$ cat config.mk
export PLATFORM = sky130hd
export DESIGN_NAME = plb_phy_loopback_diag_regs
export DESIGN_NICKNAME = d
export VERILOG_FILES = /design/src/plb_pkg.sv /design/src/plb_err_counter.sv /design/src/plb_phy_loopback_diag_regs.sv /design/src/plb_sync2.sv
export SDC_FILE = /design/constraint.sdc
export NUM_CORES = 1
export LEC_CHECK = 0
export ABC_AREA = 0
export BUFFER_PORTS_ARGS = -buffer_cell sky130_fd_sc_hd__buf_2
export CORE_MARGIN = 1.5
export CORE_UTILIZATION = 43
export CTS_CLUSTER_DIAMETER = 40
export DETAILED_ROUTE_END_ITERATION = 7
export GPL_TIMING_DRIVEN = 0
export SKIP_LAST_GASP = 1
export SLEW_MARGIN = 20
export SYNTH_ARGS = -nofsm -noshare
export SYNTH_HDL_FRONTEND = slang
export SYNTH_SLANG_ARGS = --single-unit
$ cat constraint.sdc
create_clock -name sys_clk -period 8.5 [get_ports sys_clk]
set_input_delay 1.7 -clock sys_clk [delete_from_list [all_inputs] [get_ports sys_clk]]
set_output_delay 1.7 -clock sys_clk [all_outputs]
set_load 0.005 [all_outputs]
$ cat src/plb_pkg.sv
// Shared constants and types for the loopback and diagnostic register bank.
package plb_pkg;

    // Register addresses on the management interface.
    localparam logic [4:0]  REG_LOOPBACK   = 5'h13;
    localparam logic [4:0]  REG_RX_ERR     = 5'h14;
    localparam logic [4:0]  REG_ED_CTRL    = 5'h15;

    // Loopback control field positions.
    localparam int          LB_MII_BIT     = 15;
    localparam int          LB_DIGITAL_BIT = 12;
    localparam int          LB_LINE_BIT    = 10;
    localparam int          LB_REMOTE_BIT  = 9;
    localparam int          LB_EXT_BIT     = 7;
    localparam int          LB_TXSUP_BIT   = 6;
    localparam int          LB_FORCE_BIT   = 0;

    // Energy-detect control field positions.
    localparam int          ED_EN_BIT      = 3;
    localparam int          ED_NLP_BIT     = 2;

    // Writable bits, values after reset and the error count limit.
    localparam logic [15:0] LB_MASK        = 16'h96c1;
    localparam logic [15:0] LB_RESET       = 16'h1041;
    localparam logic [15:0] ED_MASK        = 16'h000c;
    localparam logic [15:0] ED_RESET       = 16'h000c;
    localparam logic [15:0] ERR_RESET      = 16'h0000;
    localparam logic [15:0] ERR_MAX        = 16'hffff;

    // Management frame layout.
    localparam logic [5:0]  PREAMBLE_LEN   = 6'h20;
    localparam logic [4:0]  HDR_LAST       = 5'h0b;
    localparam logic [4:0]  DATA_LAST      = 5'h0f;
    localparam logic [1:0]  OP_READ        = 2'h2;
    localparam logic [1:0]  OP_WRITE       = 2'h1;
    localparam logic [4:0]  PHY_ADDR_DEF   = 5'h01;

    // Settling time before data is accepted in MII loopback.
    localparam int          CLK_HZ             = 20000000;
    localparam int          MII_READY_TIME_MS  = 2;
    localparam int          MII_READY_CYCLES   = MII_READY_TIME_MS * (CLK_HZ / 1000);

    // Management frame receiver states.
    typedef enum logic [2:0] {
        S_IDLE,
        S_START,
        S_HDR,
        S_TA,
        S_RD,
        S_WR
    } plb_mdio_state_t;

endpackage : plb_pkg

$ cat src/plb_err_counter.sv
// Received-error counter that clears itself when read.
`timescale 1ns/100ps
module plb_err_counter (
    // Clock and reset.
    input  wire logic        sys_clk,
    input  wire logic        rst,
    // Error type selection.
    input  wire logic        count_symbol_errors,
    input  wire logic        count_false_carrier,
    // Error events, one-cycle pulses.
    input  wire logic        crc_error,
    input  wire logic        symbol_error,
    input  wire logic        false_carrier,
    // Clear on read and current count.
    input  wire logic        clear,
    output logic      [15:0] count
);

    typedef struct packed {
        logic [15:0] count;
    } plb_cnt_t;

    plb_cnt_t    st;
    plb_cnt_t    next_st;
    logic [1:0]  inc;
    logic [16:0] sum;

    // Pick the counted events; an event in the clearing cycle is still counted.
    always_comb begin
        inc = {1'b0, count_symbol_errors ? symbol_error : crc_error}
            + {1'b0, count_false_carrier & false_carrier};
        sum = {1'b0, clear ? plb_pkg::ERR_RESET : st.count} + {15'h0000, inc};
        next_st.count = sum[16] ? plb_pkg::ERR_MAX : sum[15:0];
    end

    // Register the count.
    always_ff @(posedge sys_clk) begin
        if (rst) begin
            st.count <= plb_pkg::ERR_RESET;
        end else begin
            st <= next_st;
        end
    end

    assign count = st.count;
endmodule : plb_err_counter

$ cat src/plb_phy_loopback_diag_regs.sv
// Loopback control, received-error counter and energy-detect registers behind a management port.
`timescale 1ns/100ps
// Summary of operation
// - Loopback control bit 10 enables line-driver loopback, resets to zero.
// - Loopback control bit 9 enables remote loopback, resets to zero.
// - Loopback control bit 7 enables external-cable loopback, resets to zero.
// - Bit 6, reset one, suppresses transmit during all-digital loopback.
// - In MII loopback link status follows force bit 0, which resets to one.
// - In other loopback modes link status is set only when link comes up.
// - MII loopback ready after milliseconds; remote never; others when link status set.
// - Sixteen-bit read-only error counter resets to zero, clears when read.
// - Counts CRC errors, or symbol errors, plus false carrier when selected.
// - Energy-detect bit 3, reset one, enables energy-detect power-down.
// - Energy-detect bit 2, reset one, allows link pulses during power-down.
// - Loopback control bit 15 selects MII loopback; bit 12 enables all-digital.
module plb_phy_loopback_diag_regs #(
    parameter logic [4:0] PHY_ADDR         = plb_pkg::PHY_ADDR_DEF,
    parameter int         MII_READY_CYCLES = plb_pkg::MII_READY_CYCLES
) (
    // Clock and reset.
    input  wire logic sys_clk,
    input  wire logic rst,
    // Management serial port; the data pin is split into three signals.
    input  wire logic mdc,
    input  wire logic mdio_in,
    output logic      mdio_out,
    output logic      mdio_oe,
    // Settings held elsewhere in the PHY.
    input  wire logic general_loopback,
    input  wire logic count_symbol_errors,
    input  wire logic count_false_carrier,
    // Link and receive events from the PHY core.
    input  wire logic link_up,
    input  wire logic crc_error,
    input  wire logic symbol_error,
    input  wire logic false_carrier,
    // Loopback controls.
    output logic      mii_loop_sel,
    output logic      all_digital_en,
    output logic      line_driver_en,
    output logic      remote_en,
    output logic      ext_cable_en,
    output logic      tx_suppress,
    // Status.
    output logic      link_status,
    output logic      phy_ready,
    // Energy-detect power-down controls.
    output logic      edpd_en,
    output logic      edpd_nlp_en
);

    typedef struct packed {
        plb_pkg::plb_mdio_state_t state;
        logic                     mdc_prev;
        logic [5:0]               ones;
        logic [4:0]               bits;
        logic [15:0]              sh;
        logic                     is_read;
        logic                     hit;
        logic [4:0]               regad;
        logic                     mdio_out;
        logic                     mdio_oe;
        logic [15:0]              lb;
        logic [15:0]              ed;
        logic [15:0]              mii_timer;
        logic                     link_status;
        logic                     phy_ready;
        logic                     tx_suppress;
    } plb_state_t;

    localparam logic [15:0] MII_LIMIT = MII_READY_CYCLES[15:0];

    plb_state_t  st;
    plb_state_t  next_st;
    logic [1:0]  pins_s;
    logic        mdc_s;
    logic        mdio_s;
    logic        rise;
    logic [11:0] hv;
    logic [15:0] wd;
    logic [15:0] rd_val;
    logic        rd_clear;
    logic        wr_lb;
    logic        wr_ed;
    logic [15:0] err_count;
    logic        mii_act;
    logic        dig_act;
    logic        rem_act;
    logic        loop_act;

    // Bring the management clock and data into the core clock domain.
    plb_sync2 #(
        .W    (2)
    ) u_sync (
        .sys_clk (sys_clk),
        .rst     (rst),
        .din     ({mdc, mdio_in}),
        .dout    (pins_s)
    );

    assign mdc_s  = pins_s[1];
    assign mdio_s = pins_s[0];
    assign rise   = mdc_s & ~st.mdc_prev;

    // Received-error counter, cleared when its read data is loaded.
    plb_err_counter u_err (
        .sys_clk             (sys_clk),
        .rst                 (rst),
        .count_symbol_errors (count_symbol_errors),
        .count_false_carrier (count_false_carrier),
        .crc_error           (crc_error),
        .symbol_error        (symbol_error),
        .false_carrier       (false_carrier),
        .clear               (rd_clear),
        .count               (err_count)
    );

    // Loopback mode decode; the general loopback bit is set by software as each mode needs.
    always_comb begin
        mii_act  = general_loopback & st.lb[plb_pkg::LB_MII_BIT];
        dig_act  = general_loopback & st.lb[plb_pkg::LB_DIGITAL_BIT]
                 & ~st.lb[plb_pkg::LB_MII_BIT];
        rem_act  = ~general_loopback & st.lb[plb_pkg::LB_REMOTE_BIT];
        loop_act = dig_act | rem_act
                 | (general_loopback & st.lb[plb_pkg::LB_LINE_BIT])
                 | (~general_loopback & st.lb[plb_pkg::LB_EXT_BIT]);
    end

    // Frame decode helpers and read data; unmapped addresses read as zero.
    always_comb begin
        hv = {st.sh[10:0], mdio_s};
        wd = {st.sh[14:0], mdio_s};
        case (st.regad)
            plb_pkg::REG_LOOPBACK: rd_val = st.lb;
            plb_pkg::REG_RX_ERR:   rd_val = err_count;
            plb_pkg::REG_ED_CTRL:  rd_val = st.ed;
            default:               rd_val = 16'h0000;
        endcase
        rd_clear = rise && st.state == plb_pkg::S_TA && st.bits != 5'h00
                 && st.is_read && st.hit && st.regad == plb_pkg::REG_RX_ERR;
        wr_lb    = rise && st.state == plb_pkg::S_WR && st.bits == plb_pkg::DATA_LAST
                 && st.hit && st.regad == plb_pkg::REG_LOOPBACK;
        wr_ed    = rise && st.state == plb_pkg::S_WR && st.bits == plb_pkg::DATA_LAST
                 && st.hit && st.regad == plb_pkg::REG_ED_CTRL;
    end

    // Next-state logic: frame receiver, register writes and status.
    always_comb begin
        next_st          = st;
        next_st.mdc_prev = mdc_s;
        if (rise) begin
            case (st.state)
                plb_pkg::S_IDLE: begin
                    if (!mdio_s) begin
                        next_st.ones = 6'h00;
                        if (st.ones == plb_pkg::PREAMBLE_LEN) begin
                            next_st.state = plb_pkg::S_START;
                        end
                    end else if (st.ones != plb_pkg::PREAMBLE_LEN) begin
                        next_st.ones = st.ones + 6'h01;
                    end
                end
                plb_pkg::S_START: begin
                    next_st.bits  = 5'h00;
                    next_st.state = mdio_s ? plb_pkg::S_HDR : plb_pkg::S_IDLE;
                end
                plb_pkg::S_HDR: begin
                    next_st.sh   = {st.sh[14:0], mdio_s};
                    next_st.bits = st.bits + 5'h01;
                    // The twelfth header bit is sampled now; earlier ones sit in sh[10:0].
                    if (st.bits == plb_pkg::HDR_LAST) begin
                        next_st.is_read = hv[11:10] == plb_pkg::OP_READ;
                        next_st.hit     = hv[9:5] == PHY_ADDR;
                        next_st.regad   = hv[4:0];
                        next_st.bits    = 5'h00;
                        next_st.state   = (hv[11:10] == plb_pkg::OP_READ
                                        || hv[11:10] == plb_pkg::OP_WRITE)
                                        ? plb_pkg::S_TA : plb_pkg::S_IDLE;
                    end
                end
                plb_pkg::S_TA: begin
                    next_st.bits = 5'h01;
                    if (st.bits == 5'h00) begin
                        // On a read, the second turnaround bit is driven low by the addressed device.
                        next_st.mdio_out = 1'b0;
                        next_st.mdio_oe  = st.is_read & st.hit;
                    end else begin
                        next_st.bits     = 5'h00;
                        next_st.sh       = rd_val;
                        next_st.mdio_out = rd_val[15];
                        next_st.state    = st.is_read ? plb_pkg::S_RD : plb_pkg::S_WR;
                    end
                end
                plb_pkg::S_RD: begin
                    next_st.sh       = {st.sh[14:0], 1'b0};
                    next_st.mdio_out = st.sh[14];
                    next_st.bits     = st.bits + 5'h01;
                    if (st.bits == plb_pkg::DATA_LAST) begin
                        next_st.mdio_oe  = 1'b0;
                        next_st.mdio_out = 1'b0;
                        next_st.state    = plb_pkg::S_IDLE;
                    end
                end
                plb_pkg::S_WR: begin
                    next_st.sh   = wd;
                    next_st.bits = st.bits + 5'h01;
                    if (st.bits == plb_pkg::DATA_LAST) begin
                        next_st.state = plb_pkg::S_IDLE;
                    end
                end
                default: begin
                    next_st.state = plb_pkg::S_IDLE;
                end
            endcase
        end
        // Writes keep only defined bits; reserved bits stay zero.
        if (wr_lb) begin
            next_st.lb = wd & plb_pkg::LB_MASK;
        end
        if (wr_ed) begin
            next_st.ed = wd & plb_pkg::ED_MASK;
        end
        // Settling timer runs only while MII loopback is active.
        if (!mii_act) begin
            next_st.mii_timer = 16'h0000;
        end else if (st.mii_timer != MII_LIMIT) begin
            next_st.mii_timer = st.mii_timer + 16'h0001;
        end
        next_st.link_status = mii_act ? st.lb[plb_pkg::LB_FORCE_BIT] : link_up;
        next_st.phy_ready   = mii_act ? st.mii_timer == MII_LIMIT
                            : rem_act ? 1'b0 : next_st.link_status;
        next_st.tx_suppress = dig_act & st.lb[plb_pkg::LB_TXSUP_BIT];
    end

    // Register the whole state.
    always_ff @(posedge sys_clk) begin
        if (rst) begin
            st    <= '0;
            st.lb <= plb_pkg::LB_RESET;
            st.ed <= plb_pkg::ED_RESET;
        end else begin
            st <= next_st;
        end
    end

    // Outputs come straight from the state flops.
    assign mdio_out       = st.mdio_out;
    assign mdio_oe        = st.mdio_oe;
    assign mii_loop_sel   = st.lb[plb_pkg::LB_MII_BIT];
    assign all_digital_en = st.lb[plb_pkg::LB_DIGITAL_BIT];
    assign line_driver_en = st.lb[plb_pkg::LB_LINE_BIT];
    assign remote_en      = st.lb[plb_pkg::LB_REMOTE_BIT];
    assign ext_cable_en   = st.lb[plb_pkg::LB_EXT_BIT];
    assign tx_suppress    = st.tx_suppress;
    assign link_status    = st.link_status;
    assign phy_ready      = st.phy_ready;
    assign edpd_en        = st.ed[plb_pkg::ED_EN_BIT];
    assign edpd_nlp_en    = st.ed[plb_pkg::ED_NLP_BIT];
endmodule : plb_phy_loopback_diag_regs

$ cat src/plb_sync2.sv
// Two-flop synchroniser for a group of asynchronous inputs.
`timescale 1ns/100ps
module plb_sync2 #(
    parameter int W = 1
) (
    // Clock and reset.
    input  wire logic         sys_clk,
    input  wire logic         rst,
    // Asynchronous input and synchronised output.
    input  wire logic [W-1:0] din,
    output logic      [W-1:0] dout
);

    typedef struct packed {
        logic [W-1:0] meta;
        logic [W-1:0] stable;
    } plb_sync_t;

    plb_sync_t st;
    plb_sync_t next_st;

    // The first stage feeds only the second stage.
    always_comb begin
        next_st.meta   = din;
        next_st.stable = st.meta;
    end

    // Register both stages.
    always_ff @(posedge sys_clk) begin
        if (rst) begin
            st <= '0;
        end else begin
            st <= next_st;
        end
    end

    assign dout = st.stable;

endmodule : plb_sync2

### Word-level counts from Yosys, hierarchy flattened

Index checks and enable logic that the tools add are counted.
Widths: inputs -> output; s select.

* add/subtract/negate cells: 5
* eq/ne operators: 25
* mux-type cells: 26
* bitwise operators: 12
* reduce and logical (&&, ||, !) cells: 27

Operators with widths (count)
* $pmux 16 s3: 1
* $pmux 15 s3: 1
* $mux 16: 2
* $pmux 5 s4: 1
* $add 16x2->17: 1
* $mux 17: 1
* $add 16x1->16 const B: 1
* $eq 16x16->1 const B: 1
* $ne 16x16->1 const B: 1
* $eq 5x5->1 const B: 3
* $mux 3: 5
* $pmux 3 s5: 1
* $mux 6: 2
* $ne 2x2->1 const B: 6
* $eq 5x4->1 const B: 2
* $logic_and 1x1->1: 10
* $reduce_and 3->1: 3
* $and 1x1->1: 8
* $mux 1: 7
* $add 6x1->6 const B: 1
* $eq 3x2->1 const B: 2
* $eq 3x3->1 const B: 2
* $eq 6x6->1 const B: 1
* $mux 2: 3
* other kinds (22): 29

* bits in registers: 87
* bits of input ports: 11

### Logic depth before layout (Yosys ltp)

* depth in word-level cells: 10
* gate-level depth with buffers: 15

### Hierarchy

A second synthesis with hierarchy kept.

* cells, all modules: 507
* area, all modules: 4549.4 µm²

By module, submodules not included
* plb_phy_loopback_diag_regs: times used 1, cells an instance 402, area each 3469.6 µm², sequential area each 1341.3 µm²
* plb_err_counter: times used 1, cells an instance 97, area each 974.7 µm², sequential area each 320.3 µm²
* plb_sync2: times used 1, cells an instance 8, area each 105.1 µm², sequential area each 80.1 µm²

### Least setup slack after synthesis

No wires, ideal clock.

* path kind: input -> register
* from: in count_symbol_errors
* to: reg, netlist name u_err.count[12]
* library setup time: 0.075 ns
* data arrival time: 3.561 ns
* slack: 4.864 ns
* cell stages on the path: 10
* path buffers: 2
* cells stage by stage: mux2i_1 > fa_1 > inv_1 > ha_1 > and4_1 > buf_2 > and4b_1 > nand4_1 > buf_2 > o22ai_1

* word-level cells in the longest chain between the ends: 4

RTL lines
* start, declared: RTL line plb_phy_loopback_diag_regs.sv:30 `input wire logic count_symbol_errors,`
* $mux 1: RTL line plb_err_counter.sv:30 `inc = {1'b0, count_symbol_errors ? symbol_error : crc_error}`
* $add 1x1->2: RTL line plb_err_counter.sv:31 `+ {1'b0, count_false_carrier & false_carrier};`
* $add 16x2->17: RTL line plb_err_counter.sv:32 `sum = {1'b0, clear ? plb_pkg::ERR_RESET : st.count} + {15'h0000, inc};`
* $mux 16: RTL line plb_err_counter.sv:33 `next_st.count = sum[16] ? plb_pkg::ERR_MAX : sum[15:0];`

Every way passes these cells.
A chain may end at the register's enable or synchronous reset.

### Worst setup path after layout

* from: reg st[76] (netlist name)
* to: reg, netlist name u_err.count[12]

* word-level cells in the longest chain between the ends: 8

RTL lines
* start, declared: RTL line plb_phy_loopback_diag_regs.sv:73 `plb_state_t st;`
* start signal, assigned: RTL line plb_phy_loopback_diag_regs.sv:242 `st <= next_st;`
* $reduce_bool 5->1: RTL line plb_phy_loopback_diag_regs.sv:139 `rd_clear = rise && st.state == plb_pkg::S_TA && st.bits != 5'h00`
* $logic_and 1x1->1: RTL line plb_phy_loopback_diag_regs.sv:139
* $logic_and 1x1->1 (3 in a row): RTL line plb_phy_loopback_diag_regs.sv:140 `&& st.is_read && st.hit && st.regad == plb_pkg::REG_RX_ERR;`
* $mux 16: RTL line plb_err_counter.sv:32
* $add 16x2->17: RTL line plb_err_counter.sv:32
* $mux 16: RTL line plb_err_counter.sv:33

Every way passes these cells.

==> results.txt <==
Outcome -> complete, no violations
Layout cells sized above 1 -> 0.129
Skew final -> 10.5 ps
EDFF count, synth -> 0
# DRC -> 0
Detailed placer's ending HPWL -> 8000 µm
WS Path Type -> flip-flop to flip-flop
Critical-path cell list -> inv_1 -> ha_1 -> nor4b_4 -> or4_1 -> buf_2 -> nand2_1 -> fa_1 -> inv_1 -> ha_1 -> and4_1 -> buf_2 -> and4b_1 -> nand4_1 -> buf_2 -> o22ai_1
Main synth FF type -> dfxtp_1
Post-CTS Resized -> 0
Initial core utilization -> 0.440
Tot GR Track Use -> 0.212
CTS Hold Bufs -> 0
# diodes -> 0
Crit path depth -> 15
Worst hold margin -> 446 ps
CP max FO -> 10
Rel. slew slack -> 0.416
Slowest stage delay, CP -> 520 ps
Pwr/cell area -> 146 nW/µm²
Worst path bufs/invs -> 5
Total Routed Length -> 11000 µm
Fmax achieved -> 272 MHz
Htree depth -> 3
CTS tree -> yes
Via count -> 3940
Post-route antenna net violation count -> 0
Post-synth cell types -> 63
Largest net degree at the start of global routing -> 15
Nets -> 577
Number of cells on the worst reg-to-reg path -> 15
Port buffer count -> 22
I/O pins -> 23
Initial antenna violation count -> 0
WHS Path Cells -> 1
Sequential fraction of the synthesis area -> 0.385
Routed wire per std cell -> 15.8 µm
Min Tclk post-route -> 3670 ps
First-pass GRT wire length -> 18800 µm
Vias/cell -> 5.66
Placed cell area -> 4800 µm²
Critical Path End Type -> flip-flop
CP arrival -> 3960 ps
Post-Syn Nets -> 544
Hold/Removal Path Class -> flip-flop to flip-flop
Row cnt -> 37
Area grow syn2layout -> 10.4%
GP Congestion -> 0.861
CTS buffer count -> 9
Placeable Area -> 10300 µm²
Crit path top cell by count -> buf_2
Max-slew violations -> 0
RSZ-0062 raised after global routing -> no
Post-CTS Setup Bufs -> 0
Max cap viols -> 0
Async SR Flop Fraction -> 0
Syn Area/Cell -> 8.64 µm²
Crit-path slowest cell -> nor4b_4
Pre-antenna DRT Iters -> 5
VDD IR max -> 61.0 µV
Height of the chip -> 106 µm
Clock sinks -> 87
TNS Setup -> 0 ps
Root Driver -> clkbuf_8
Family with the most delay on the worst path -> simple AND/OR/NAND/NOR gates
Hold Fails Final Rpt -> 0
Post-Synthesis Cells -> 523
Synth Warn # -> 0
CP Data Required Time -> 8790 ps
LEAKAGE -> 1.71 nW
Tcrit/Tclk final -> 0.432
Synthesis-stage register bit count -> 87
Vias in the first global route -> 3758
DRT iter0 DRCs -> 231
Worst-Margin Slew -> 869 ps
Final setup viols -> 0
Fin area -> 4990 µm²
Final Instance Count excl. Fillers -> 696
Worst-Skew Late Latency -> 360 ps
Clock transition at path regs -> 90 ps
Die extent in x -> 106 µm
Max Buffers Root-to-Sink -> 2
Syn Std Cell Area -> 4520 µm²
Die area -> 11100 µm²
Dpl cells -> 681
GR Overflow Total -> 0
Type of origin of the critical path -> flip-flop
==> sequential cells by signal (all words and copies together) (netlist names) <==
register,flops
hv,11
u_err.count,16
edpd_en,1
tx_suppress,1
st,44
link_status,1
line_driver_en,1
edpd_nlp_en,1
remote_en,1
u_sync.next_st,2
mdio_out,1
ext_cable_en,1
all_digital_en,1
phy_ready,1
mii_loop_sel,1
mdio_oe,1
u_sync.dout,2
==> routing by layer <==
metal	vias to the layer above	track usage	share of wire
li1	1966	-	-
met1	1878	0.291	0.49
met2	81	0.339	0.45
met3	15	0.0272	0.035
met4	0	0.0830	0.018
met5	-	0	0
==> Yosys cell counts (all sizes together), types with 2 or more instances <==
cell	n	area (µm²)
a211o	8	70.1
and4b	2	20.0
and4	7	61.3
o31ai	2	15.0
ha	9	113
or2	3	18.8
clkbuf	25	93.8
nor3b	11	82.6
nand3b	5	37.5
nor4	2	12.5
buf	11	60.1
nand3	26	130
o211ai	6	45.0
nand4	19	125
a31o	3	26.3
o21ai	15	75.1
nor4b	5	65.1
a32oi	2	17.5
or4b	2	20.0
inv	32	120
o22ai	3	18.8
a211oi	4	35.0
a31oi	4	25.0
and3	4	25.0
or3	2	12.5
nand2	29	109
dfxtp	87	1740
a21oi	28	140
nand4b	2	17.5
nand2b	9	56.3
o221ai	2	17.5
xor2	19	166
a311oi	16	203
mux2i	13	130
or4	6	45.0
mux2	3	33.8
nor2b	7	43.8
nor3	26	130
and2	7	43.8
nand4bb	2	22.5
nor2	41	154
==> per-stage QoR <==
stage	setup WS (ps)	util	power [mW]
after floorplan	4860	-	0.441
after global placement	4500	0.467	0.451
after detailed placement	4450	0.467	0.452
after CTS	4820	0.485	0.736
after global routing	4500	0.485	0.761
final	4830	0.485	0.730
==> layout by cell type (no fill, tap or decap), drive strengths merged, types with 3 or more instances in the layout <==
cell type	Yosys	final
or2	3	3
nor3b	11	11
clkinv	0	3
buf	11	33
mux2	3	3
a31oi	4	4
nor2b	7	7
o21ai	15	15
and2	7	7
xor2	19	19
nor2	41	41
nand2b	9	9
clkbuf	25	35
dfxtp	87	87
or4	6	6
nand4	19	19
a211o	8	8
inv	32	32
a21oi	28	28
nor4b	5	5
nand3b	5	5
and4	7	7
and3	4	4
nor3	26	26
nand2	29	29
o22ai	3	3
o211ai	6	6
ha	9	9
a311oi	16	16
mux2i	13	13
nand3	26	26
a31o	3	3
a211oi	4	4
==> final timing paths <==
check,startpoint,slack (ps),end
worst max register to register,st[76],4830,u_err.count[12]
worst max-delay path,st[76],4830,u_err.count[12]
worst min-delay path,u_sync.next_st[1],450,u_sync.dout[1]
worst min register to register,u_sync.next_st[1],450,u_sync.dout[1]
==> worst register-to-register path, cell delays in order, from the launching register on <==
cell and delay, ps:
dfxtp_1 350, inv_1 80, ha_1 160, nor4b_4 520, or4_1 240, buf_2 180
nand2_1 90, fa_1 400, inv_1 90, ha_1 210, and4_1 200, buf_2 160
and4b_1 310, nand4_1 200, buf_2 250, o22ai_1 160
==> report_power, final <==
group	switching, mW	internal (mW)	leakage (nW)
Clock	0.153	0.135	0.0923
Combinational	0.0172	0.0104	0.912
Sequential	0.00295	0.411	0.703
Total	0.173	0.557	1.71
==> final cells by class <==
cell class                 instances  area [µm²]
buffer                            36         154
clock buffer                      10         128
clock inverter                     5        60.1
fill                            1015        5290
inverter                          32         120
multi-input combinational        368        2500
sequential                        87        1740
tap                              136         170
timing repair buffer              22         110
==> cell families after synthesis <==
family	synth area share
and+or+nand+nor	0.282
AOI/OAI and AO/OA	0.168
DFF	0.385
buffers and inverters	0.0606
xor gates and xnor gates	0.0388
muxes	0.0363
adders and majority gates	0.0294
Note: power is estimated with default switching activity, not from simulation.
